### config.mk
export PLATFORM = sky130hd
export DESIGN_NAME = pdsc_power_control
export DESIGN_NICKNAME = d
export VERILOG_FILES = /design/src/core/pdsc_power_control.v /design/src/core/pdsc_prescaler_update.v
export VERILOG_INCLUDE_DIRS = /design/src /design/src/core
export SDC_FILE = /design/constraint.sdc
export NUM_CORES = 1
export LEC_CHECK = 0
export ABC_AREA = 0
export BUFFER_PORTS_ARGS = -buffer_cell sky130_fd_sc_hd__buf_2
export CAP_MARGIN = 20
export CORE_AREA = 3 3 140 142
export CTS_BUF_LIST = sky130_fd_sc_hd__clkbuf_4 sky130_fd_sc_hd__clkbuf_8 sky130_fd_sc_hd__clkbuf_16
export DETAILED_ROUTE_END_ITERATION = 10
export DIE_AREA = 0 0 143 145
export PLACE_DENSITY = 0.79
export SKIP_LAST_GASP = 1
export SYNTH_ARGS = -nofsm -noshare
export SYNTH_HDL_FRONTEND = slang
export SYNTH_SLANG_ARGS = --single-unit
### constraint.sdc
create_clock -name mclk -period 2.2 [get_ports mclk]
set_clock_uncertainty 0.1 [all_clocks]
set_input_delay 0.33 -clock mclk [delete_from_list [all_inputs] [get_ports mclk]]
set_output_delay 0.33 -clock mclk [all_outputs]
set_load 0.02 [all_outputs]
### src/core/pdsc_defines.vh
// Constants for the power-down and sleep controller.
// Included by the controller and its prescaler update unit.
`ifndef PDSC_DEFINES_VH
`define PDSC_DEFINES_VH

// I/O address decode (bit positions)
`define PDSC_IOA_SEL_BIT     27
`define PDSC_IOA_MODE_HI     25
`define PDSC_IOA_MODE_LO     22
`define PDSC_IOA_PD_CODE     4'hE
`define PDSC_IOA_SLEEP_CODE  4'hF

// Prescaler control word fields
`define PDSC_PCW_DELAY_BIT   31
`define PDSC_PCW_DIV_HI      27
`define PDSC_PCW_DIV_LO      26
`define PDSC_PCW_PRE_HI      23
`define PDSC_PCW_PRE_LO      16
`define PDSC_PCW_RESET       32'h08000000

// Wake cause bit in the wake register
`define PDSC_WAKE_SLEEP_BIT  10

// Function control word reset value
`define PDSC_FCW_RESET       32'h00800000

// Reset sequence length after a wake from sleep
`define PDSC_RST_SEQ_CYCLES  8'h10

// Register port offsets
`define PDSC_REG_CTRL        4'h0
`define PDSC_REG_STATUS      4'h1
`define PDSC_REG_PCW         4'h2
`define PDSC_REG_FCW         4'h3
`define PDSC_REG_WAKE        4'h4

`endif

### src/core/pdsc_power_control.v
// Power-down and sleep controller of the processor core.
// Assumes: I/O write requests from the core on mclk, the bus arbiter
// grant on a pin, interrupt requests on pins, register port on mclk.
//
// Implementation choices: the address-and-strobe port and the address map.
`timescale 1ns/1ps
`include "pdsc_defines.vh"

module pdsc_power_control
(
    input  wire        mclk,         // System clock, 100 MHz
    input  wire        rst,          // Synchronous reset, active high
    input  wire        extResetPin,  // External reset pin, active high
    input  wire [3:0]  irqPin,       // Interrupt request pins, active high
    input  wire        busGrantPin,  // Bus grant from external arbiter
    input  wire        ioWrReq,      // Core requests an I/O write
    input  wire [31:0] ioAddr,       // Address of the I/O access
    input  wire        ioRdReq,      // Core requests an I/O or memory load
    input  wire        depWait,      // Next instruction depends on that load
    input  wire        intLock,      // Interrupt lock flag of the status word
    input  wire [3:0]  regAddr,      // Register port address
    input  wire [31:0] regWdata,     // Register port write data
    input  wire        regWr,        // Register port write strobe
    input  wire        regRd,        // Register port read strobe
    output reg  [31:0] regRdata,     // Register port read data
    output reg         busReq,       // Bus request to the arbiter
    output reg         ioDone,       // Pulse: I/O access performed
    output reg         pipeRun,      // Instruction pipeline enable
    output reg         coreClkEn,    // Gate for the general core clock
    output reg         keepClkEn,    // Gate for timer, pin, interrupt, refresh
    output reg         oscEnable,    // Crystal oscillator enable
    output reg         coreReset,    // Reset to the core during the sequence
    output reg         irqTake,      // High while an interrupt may be serviced
    output reg         timeUnit,     // Timer time unit pulse
    output reg  [1:0]  clkDivSel,    // Processor clock divider select
    output reg  [31:0] fcwOut        // Function control word in force
);

    localparam ST_RUN   = 3'h0;
    localparam ST_PDWN  = 3'h1;
    localparam ST_SLEEP = 3'h2;
    localparam ST_RSEQ  = 3'h3;
    localparam ST_SVC   = 3'h4;

    // --------------------------------------------------------------
    // Pin synchronisers
    // --------------------------------------------------------------
    reg  [5:0] sync1_r;
    reg  [5:0] sync2_r;
    always @(posedge mclk)
    begin
        if (rst)
        begin
            sync1_r <= 6'h00;
            sync2_r <= 6'h00;
        end
        else
        begin
            sync1_r <= {busGrantPin, extResetPin, irqPin};
            sync2_r <= sync1_r;
        end
    end
    wire [3:0] irqS    = sync2_r[3:0];
    wire       extRstS = sync2_r[4];
    wire       grantS  = sync2_r[5];
    wire       anyIrq  = |irqS;

    // --------------------------------------------------------------
    // Mode request decode
    // --------------------------------------------------------------
    wire [3:0] modeBits = ioAddr[`PDSC_IOA_MODE_HI:`PDSC_IOA_MODE_LO];
    wire       pdHit    = ioWrReq && ioAddr[`PDSC_IOA_SEL_BIT]
                          && (modeBits == `PDSC_IOA_PD_CODE);
    wire       slHit    = ioWrReq && ioAddr[`PDSC_IOA_SEL_BIT]
                          && (modeBits == `PDSC_IOA_SLEEP_CODE);

    // --------------------------------------------------------------
    // State and registers
    // --------------------------------------------------------------
    reg  [2:0]  state_r;
    reg  [2:0]  state_nxt;
    reg         wrPend_r;
    reg  [1:0]  wrKind_r;
    reg         rdPend_r;
    reg         wakeSleep_r;
    reg         wakeByIrq_r;
    reg         irqDefer_r;
    reg  [7:0]  seqCnt_r;
    reg  [31:0] fcw_r;
    reg         pcwWr_r;
    reg  [31:0] pcwWdata_r;
    reg         refreshTick_r;
    reg  [7:0]  refreshCnt_r;
    reg         blip_r;
    wire [31:0] pcwActive;
    wire        pendingUpd;
    wire        tuPulse;

    // Access is performed only when the bus is granted
    wire accessNow = grantS && busReq && (wrPend_r || rdPend_r);
    wire pdEnter   = accessNow && wrPend_r && (wrKind_r == 2'h1);
    wire slEnter   = accessNow && wrPend_r && (wrKind_r == 2'h2);

    always @*
    begin
        state_nxt = state_r;
        case (state_r)
            ST_RUN:
                if (slEnter)
                    state_nxt = ST_SLEEP;
                else if (pdEnter)
                    state_nxt = ST_PDWN;
            ST_PDWN:
                if (anyIrq)
                    state_nxt = ST_RUN;
            ST_SLEEP:
                if (anyIrq || extRstS)
                    state_nxt = ST_RSEQ;
            ST_RSEQ:
                if (seqCnt_r == `PDSC_RST_SEQ_CYCLES)
                    state_nxt = ST_RUN;
            default:
                state_nxt = ST_RUN;
        endcase
        if (extRstS && state_r != ST_SLEEP)
            state_nxt = ST_RSEQ;
    end

    // --------------------------------------------------------------
    // Main sequencing
    // --------------------------------------------------------------
    always @(posedge mclk)
    begin
        if (rst)
        begin
            state_r       <= ST_RUN;
            wrPend_r      <= 1'b0;
            wrKind_r      <= 2'h0;
            rdPend_r      <= 1'b0;
            wakeSleep_r   <= 1'b0;
            wakeByIrq_r   <= 1'b0;
            irqDefer_r    <= 1'b0;
            seqCnt_r      <= 8'h00;
            fcw_r         <= `PDSC_FCW_RESET;
            refreshCnt_r  <= 8'h00;
            refreshTick_r <= 1'b0;
            blip_r        <= 1'b0;
        end
        else
        begin
            state_r <= state_nxt;
            if (state_r == ST_RUN && ioWrReq && !wrPend_r)
            begin
                wrPend_r <= 1'b1;
                wrKind_r <= slHit ? 2'h2 : (pdHit ? 2'h1 : 2'h0);
            end
            else if (accessNow && wrPend_r)
                wrPend_r <= 1'b0;
            if (state_r == ST_RUN && ioRdReq && !rdPend_r)
                rdPend_r <= 1'b1;
            else if (accessNow && !wrPend_r)
                rdPend_r <= 1'b0;
            if (state_r == ST_SLEEP && state_nxt == ST_RSEQ)
            begin
                wakeSleep_r <= 1'b1;
                wakeByIrq_r <= anyIrq && !extRstS;
                rdPend_r    <= 1'b0;
                wrPend_r    <= 1'b0;
            end
            else if (regWr && regAddr == `PDSC_REG_WAKE && regWdata[`PDSC_WAKE_SLEEP_BIT])
                wakeSleep_r <= 1'b0;
            // A pin reset never keeps the control word of an older irq wake
            if (extRstS && state_r != ST_SLEEP)
                wakeByIrq_r <= 1'b0;
            // Sequence length counts from the release of the reset pin
            if (state_r == ST_RSEQ && !extRstS)
                seqCnt_r <= seqCnt_r + 8'h01;
            else
                seqCnt_r <= 8'h00;
            if (state_r == ST_RSEQ && seqCnt_r == 8'h00 && !wakeByIrq_r)
                fcw_r <= `PDSC_FCW_RESET;
            else if (regWr && regAddr == `PDSC_REG_FCW)
                fcw_r <= regWdata;
            // Wake with lock set: resume now, service later
            if (state_r == ST_PDWN && anyIrq && intLock)
                irqDefer_r <= 1'b1;
            else if (!intLock || !anyIrq)
                irqDefer_r <= 1'b0;
            refreshCnt_r  <= refreshCnt_r + 8'h01;
            refreshTick_r <= (refreshCnt_r == 8'hFF);
            blip_r        <= (state_r == ST_PDWN) && (refreshTick_r || grantS);
        end
    end

    // --------------------------------------------------------------
    // Prescaler word and delayed update
    // --------------------------------------------------------------
    always @(posedge mclk)
    begin
        if (rst)
        begin
            pcwWr_r    <= 1'b0;
            pcwWdata_r <= 32'h00000000;
        end
        else
        begin
            pcwWr_r    <= regWr && (regAddr == `PDSC_REG_PCW);
            pcwWdata_r <= regWdata;
        end
    end

    pdsc_prescaler_update u_pre
    (
        .mclk       (mclk),
        .rst        (rst),
        .run        (state_r != ST_SLEEP),
        .pcwWrite   (pcwWr_r),
        .pcwData    (pcwWdata_r),
        .pcwActive  (pcwActive),
        .pendingUpd (pendingUpd),
        .timeUnit   (tuPulse)
    );

    // --------------------------------------------------------------
    // Registered outputs
    // --------------------------------------------------------------
    always @(posedge mclk)
    begin
        if (rst)
        begin
            busReq    <= 1'b0;
            ioDone    <= 1'b0;
            pipeRun   <= 1'b0;
            coreClkEn <= 1'b1;
            keepClkEn <= 1'b1;
            oscEnable <= 1'b1;
            coreReset <= 1'b1;
            irqTake   <= 1'b0;
            timeUnit  <= 1'b0;
            clkDivSel <= 2'h2;
            fcwOut    <= `PDSC_FCW_RESET;
        end
        else
        begin
            // Arbiter grant completes the pending access
            busReq    <= (state_nxt == ST_RUN) && (wrPend_r || rdPend_r || ioWrReq || ioRdReq)
                         && !accessNow;
            ioDone    <= accessNow;
            // Stall dependent instruction until accesses finish
            pipeRun   <= (state_nxt == ST_RUN) && !(depWait && (wrPend_r || rdPend_r));
            coreClkEn <= (state_nxt == ST_RUN) || blip_r;
            keepClkEn <= (state_nxt != ST_SLEEP);
            oscEnable <= (state_nxt != ST_SLEEP);
            coreReset <= (state_nxt == ST_SLEEP) || (state_nxt == ST_RSEQ);
            irqTake   <= (state_r == ST_RUN) && anyIrq && !intLock && !irqDefer_r;
            timeUnit  <= tuPulse;
            clkDivSel <= pcwActive[`PDSC_PCW_DIV_HI:`PDSC_PCW_DIV_LO];
            fcwOut    <= fcw_r;
        end
    end

    // --------------------------------------------------------------
    // Register read port
    // --------------------------------------------------------------
    always @(posedge mclk)
    begin
        if (rst)
            regRdata <= 32'h00000000;
        else if (regRd && regAddr == `PDSC_REG_STATUS)
            regRdata <= {26'h0, pendingUpd, irqDefer_r, rdPend_r, wrPend_r, state_r == ST_PDWN, state_r == ST_RUN};
        else if (regRd && regAddr == `PDSC_REG_PCW)
            regRdata <= pcwActive;
        else if (regRd && regAddr == `PDSC_REG_FCW)
            regRdata <= fcw_r;
        else if (regRd && regAddr == `PDSC_REG_WAKE)
            regRdata <= {21'h0, wakeSleep_r, 10'h0};
        else
            regRdata <= 32'h00000000;
    end

endmodule

### src/core/pdsc_prescaler_update.v
// Prescaler unit: timer time unit generator with delayed divider update.
// Assumes a single clock mclk and a one-cycle write pulse for a new word.
`timescale 1ns/1ps
`include "pdsc_defines.vh"

module pdsc_prescaler_update
(
    input  wire        mclk,        // System clock
    input  wire        rst,         // Synchronous reset, active high
    input  wire        run,         // Prescaler counts while high
    input  wire        pcwWrite,    // New prescaler control word pulse
    input  wire [31:0] pcwData,     // New prescaler control word
    output reg  [31:0] pcwActive,   // Word currently in force
    output reg         pendingUpd,  // A delayed update is waiting
    output reg         timeUnit     // One-cycle pulse at end of time unit
);

    reg [31:0] pcwPend_r;
    reg [7:0]  cnt_r;
    wire       unitEnd = run && (cnt_r == pcwActive[`PDSC_PCW_PRE_HI:`PDSC_PCW_PRE_LO] + 8'h01);

    // --------------------------------------------------------------
    // Divide by n+2, update immediately or at the end of a time unit
    // --------------------------------------------------------------
    always @(posedge mclk)
    begin
        if (rst)
        begin
            pcwActive  <= `PDSC_PCW_RESET;
            pcwPend_r  <= `PDSC_PCW_RESET;
            pendingUpd <= 1'b0;
            cnt_r      <= 8'h00;
            timeUnit   <= 1'b0;
        end
        else
        begin
            timeUnit <= unitEnd;
            if (unitEnd)
                cnt_r <= 8'h00;
            else if (run)
                cnt_r <= cnt_r + 8'h01;
            if (pcwWrite && !pcwData[`PDSC_PCW_DELAY_BIT])
            begin
                pcwActive  <= pcwData;
                pendingUpd <= 1'b0;
                cnt_r      <= 8'h00;
            end
            else if (pcwWrite)
            begin
                pcwPend_r  <= pcwData;
                pendingUpd <= 1'b1;
            end
            else if (pendingUpd && unitEnd)
            begin
                pcwActive  <= pcwPend_r;
                pendingUpd <= 1'b0;
            end
        end
    end

endmodule

==> qor.yml <==
p_leak_uw: 0.00446
finalCritPeriodShare: 1.00
pwr-share-comb: 0.051
wl_per_cell_um: 15.6
rows: 50
worstSetupEndpointType: "flip-flop"
cts-root-buf: "clkbuf_16"
synth-seq-cells: 253
cts.path.max_buffers: 3
ant_nets: 0
cts_buffers: 25
drt-pass1-iter-count: 5
die_h_um: 145
crit_chain: "ha_4 > nand2_2 > or3_4 > a211oi_4 > buf_4 > o2111ai_4 > buf_4 > nand3b_1 > a21oi_2"
p_seq_frac: 0.490
syn_nets: 1029
ios: 157
hp-class: "in2reg"
core_um2: 18600
setup_viol: 1
synthArstFlopShare: 0
clkPwrFrac: 0.459
antenna_cells: 0
critPathMaxStageDelay_ns: 0.38
failed_checks: "setup timing"
setup_slack_ns: -0.0000921
start_util: 0.491
area_delta_synth_final_pct: 27.9
crit_path_max_fanout: 7
hold_viol_final: 0
start_kind: "flip-flop"
syn_avg_cell_area_um2: 9.68
path_class: "reg2reg"
cts_num_sinks: 253
seq_area_frac_synth: 0.556
drv_slew: 0
clock.fmax_mhz: 455
cts_tree: "done"
utilization: 0.628
p_sw_frac: 0.215
slowest_stage: "or3_4"
dpl.hpwl_um: 14000
io_buffers: 129
required_ns: 2.48
overflow: 0
dieArea_um2: 20700
synth_edf_count: 0
drt_iter0_markers: 403
via_count: 7218
wirelength_um: 21500
final_layout_size_suffix_gt1_frac: 0.266
grtUsageTotal: 0.206
die_w_um: 143
switchingPower_uw: 2070
clkLatencyLatePin_ns: 0.51
htree_levels: 1
drc_errors: 0
grt_start_max_net_pins: 56
path_clk_slew_ns: 0.06
drv_cap: 0
vdd_drop_max_mv: 0.560
internal-power_uw: 7580
power.density_nw_per_um2: 828
gp_congestion: 0.844
viasPerCell: 5.24
nets: 1212
syn-cell-area_um2: 9120
antenna_found_initial: 0
total_power_uw: 9660
synth_ff_type: "dfxtp_1"
synth.distinct_cells: 56
path_common_cell: "buf_4"
status: "finished, violations left"
grt_pass1_wl_um: 35400
grt_setup_unrepaired: "yes"
critical_path_arrival_ns: 2.48
postSynthCellCount: 942
ys_warn_count: 0
grt_pass1_vias: 7157
min_period_ns: 2.20
## final timing paths
path | startpoint | to | slack [ns] | cells after the start
hold / removal | ioRdReq | busReq | 0.03 | 3
hold reg to reg | sync1_r[2] | sync2_r[2] | 0.33 | 1
setup reg to reg | u_pre.pcwActive[17] | u_pre.pcwActive[29] | -0.00009 | 9
setup / recovery | u_pre.pcwActive[17] | u_pre.pcwActive[29] | -0.00009 | 9
## registers in the layout, indices dropped and copies added, names as in the netlist, 2 cells and up
register / flops
fcwOut: 32
fcw_r: 32
pcwWdata_r: 32
regRdata: 32
u_pre.pcwActive: 32
u_pre.pcwPend_r: 32
refreshCnt_r: 8
seqCnt_r: 8
u_pre.cnt_r: 8
sync1_r: 6
sync2_r: 6
state_r: 3
clkDivSel: 2
wrKind_r: 2
## power by group through the flow
stage / Sequential (µW) / Clock [µW] / Combinational [µW]
after CTS: 4730 / 4500 / 486
after detailed placement: 4830 / 0 / 418
after global routing: 4740 / 4710 / 541
after floorplan: 4840 / 0 / 226
after global placement: 4830 / 0 / 412
final: 4740 / 4430 / 493
## repair_timing
| item | in CTS | in global routing |
|---|---|---|
| hold endpoints to repair | 72 | 0 |
| hold buffers | 42 | 0 |
| gates resized for setup | 11 | 5 |
| setup buffers | 4 | 1 |
| endpoints found under the setup margin | 32 | 34 |
| cloned | 1 | 0 |
| pin swaps | 5 | 5 |
## critical path: cells and delay by family (launching register included)
kind,cells,cell delay (ns)
AO/OA/AOI/OAI,3,0.50
adder cells (fa/ha/maj),1,0.16
buffers and inverters,2,0.39
flip-flops,1,0.35
AND/OR/NAND/NOR,3,0.56
## area by class of cell
cell class,instances,area [µm²]
fill,1487,6920
inverter,10,37.5
clock inverter,15,186
tap,234,293
sequential,253,5070
timing repair buffer,218,1570
multi-input combinational,617,3830
clock buffer,30,682
## kinds of logic after synthesis
group                      count (synthesis)  synth area share
muxes                                      2           0.00220
AOI/OAI and AO/OA                        181             0.155
and+or+nand+nor                          402             0.222
DFF                                      253             0.556
adders and majority gates                  5           0.00686
buffers and inverters                     72            0.0328
other                                      1          0.000411
xor gates and xnor gates                  26            0.0250
## stage by stage
| step | instance area [µm²] | setup TNS [ns] | std cells | setup WS, ns | hold WS (ns) |
|---|---|---|---|---|---|
| after floorplan | 9120 | 0 | 942 | 0.0528 | 0.290 |
| after CTS | 11700 | 0 | 1378 | 0.00456 | 0.0319 |
| after global placement | 10300 | -0.0487 | 1286 | -0.0144 | 0.324 |
| final | 11700 | -0.0000921 | 1377 | -0.0000921 | 0.0278 |
| after global routing | 11700 | -2.37 | 1377 | -0.114 | 0.0837 |
| after detailed placement | 10300 | -1.36 | 1286 | -0.0713 | 0.320 |
## cell usage in the layout, fill, tap and decap left out, types with 4 or more instances in the layout
cell type	synthesis	final
bufinv_16	0	4
nor2b_1	81	80
inv_1	10	10
clkinv_2	0	7
a21oi_2	30	30
buf_12	0	10
a222oi_1	6	6
clkbuf_16	0	25
buf_4	1	34
o21ai_0	4	4
a22oi_1	26	26
nor2_1	77	75
a22oi_2	30	30
dfxtp_2	0	4
a21oi_1	70	70
buf_2	2	128
xnor2_1	9	9
nand3b_1	34	34
nand2_1	140	139
ha_1	5	4
dfxtp_1	253	249
or3_1	5	4
nor3_1	13	12
nand3_1	16	16
xor2_1	17	17
and3_1	7	7
nand4_1	5	5
dlygate4sd3_1	0	42
## cell usage after synthesis (2+ instances only)
cell | instances | area, µm²
dfxtp_1 | 253 | 5060
nand2_1 | 140 | 526
nor2b_1 | 81 | 507
nor2_1 | 77 | 289
a21oi_1 | 70 | 350
clkbuf_1 | 52 | 195
nand3b_1 | 34 | 255
a21oi_2 | 30 | 263
a22oi_2 | 30 | 375
a22oi_1 | 26 | 195
xor2_1 | 17 | 149
nand3_1 | 16 | 80.1
nor3_1 | 13 | 65.1
inv_1 | 10 | 37.5
xnor2_1 | 9 | 78.8
and3_1 | 7 | 43.8
a222oi_1 | 6 | 60.1
ha_1 | 5 | 62.6
nand4_1 | 5 | 31.3
or3_1 | 5 | 31.3
buf_1 | 4 | 15.0
o21ai_0 | 4 | 20.0
buf_6 | 3 | 33.8
or2_2 | 3 | 18.8
a211oi_1 | 2 | 15.0
a31oi_1 | 2 | 12.5
and4_1 | 2 | 17.5
buf_2 | 2 | 10.0
mux2i_1 | 2 | 20.0
nand2b_1 | 2 | 12.5
nor3b_1 | 2 | 15.0
nor4_1 | 2 | 12.5
nor4b_1 | 2 | 17.5
or3b_1 | 2 | 17.5
## layer usage
metal  wire (µm)  vias up  share of wire  track usage
met5           0        -              0            0
met4         425        0          0.020       0.0618
met3        1220       35          0.057       0.0316
met2       10700      228           0.49        0.350
met1        9230     3386           0.43        0.268
li1            -     3569              -            -
No activity file was read; power rests on OpenSTA's default activity.
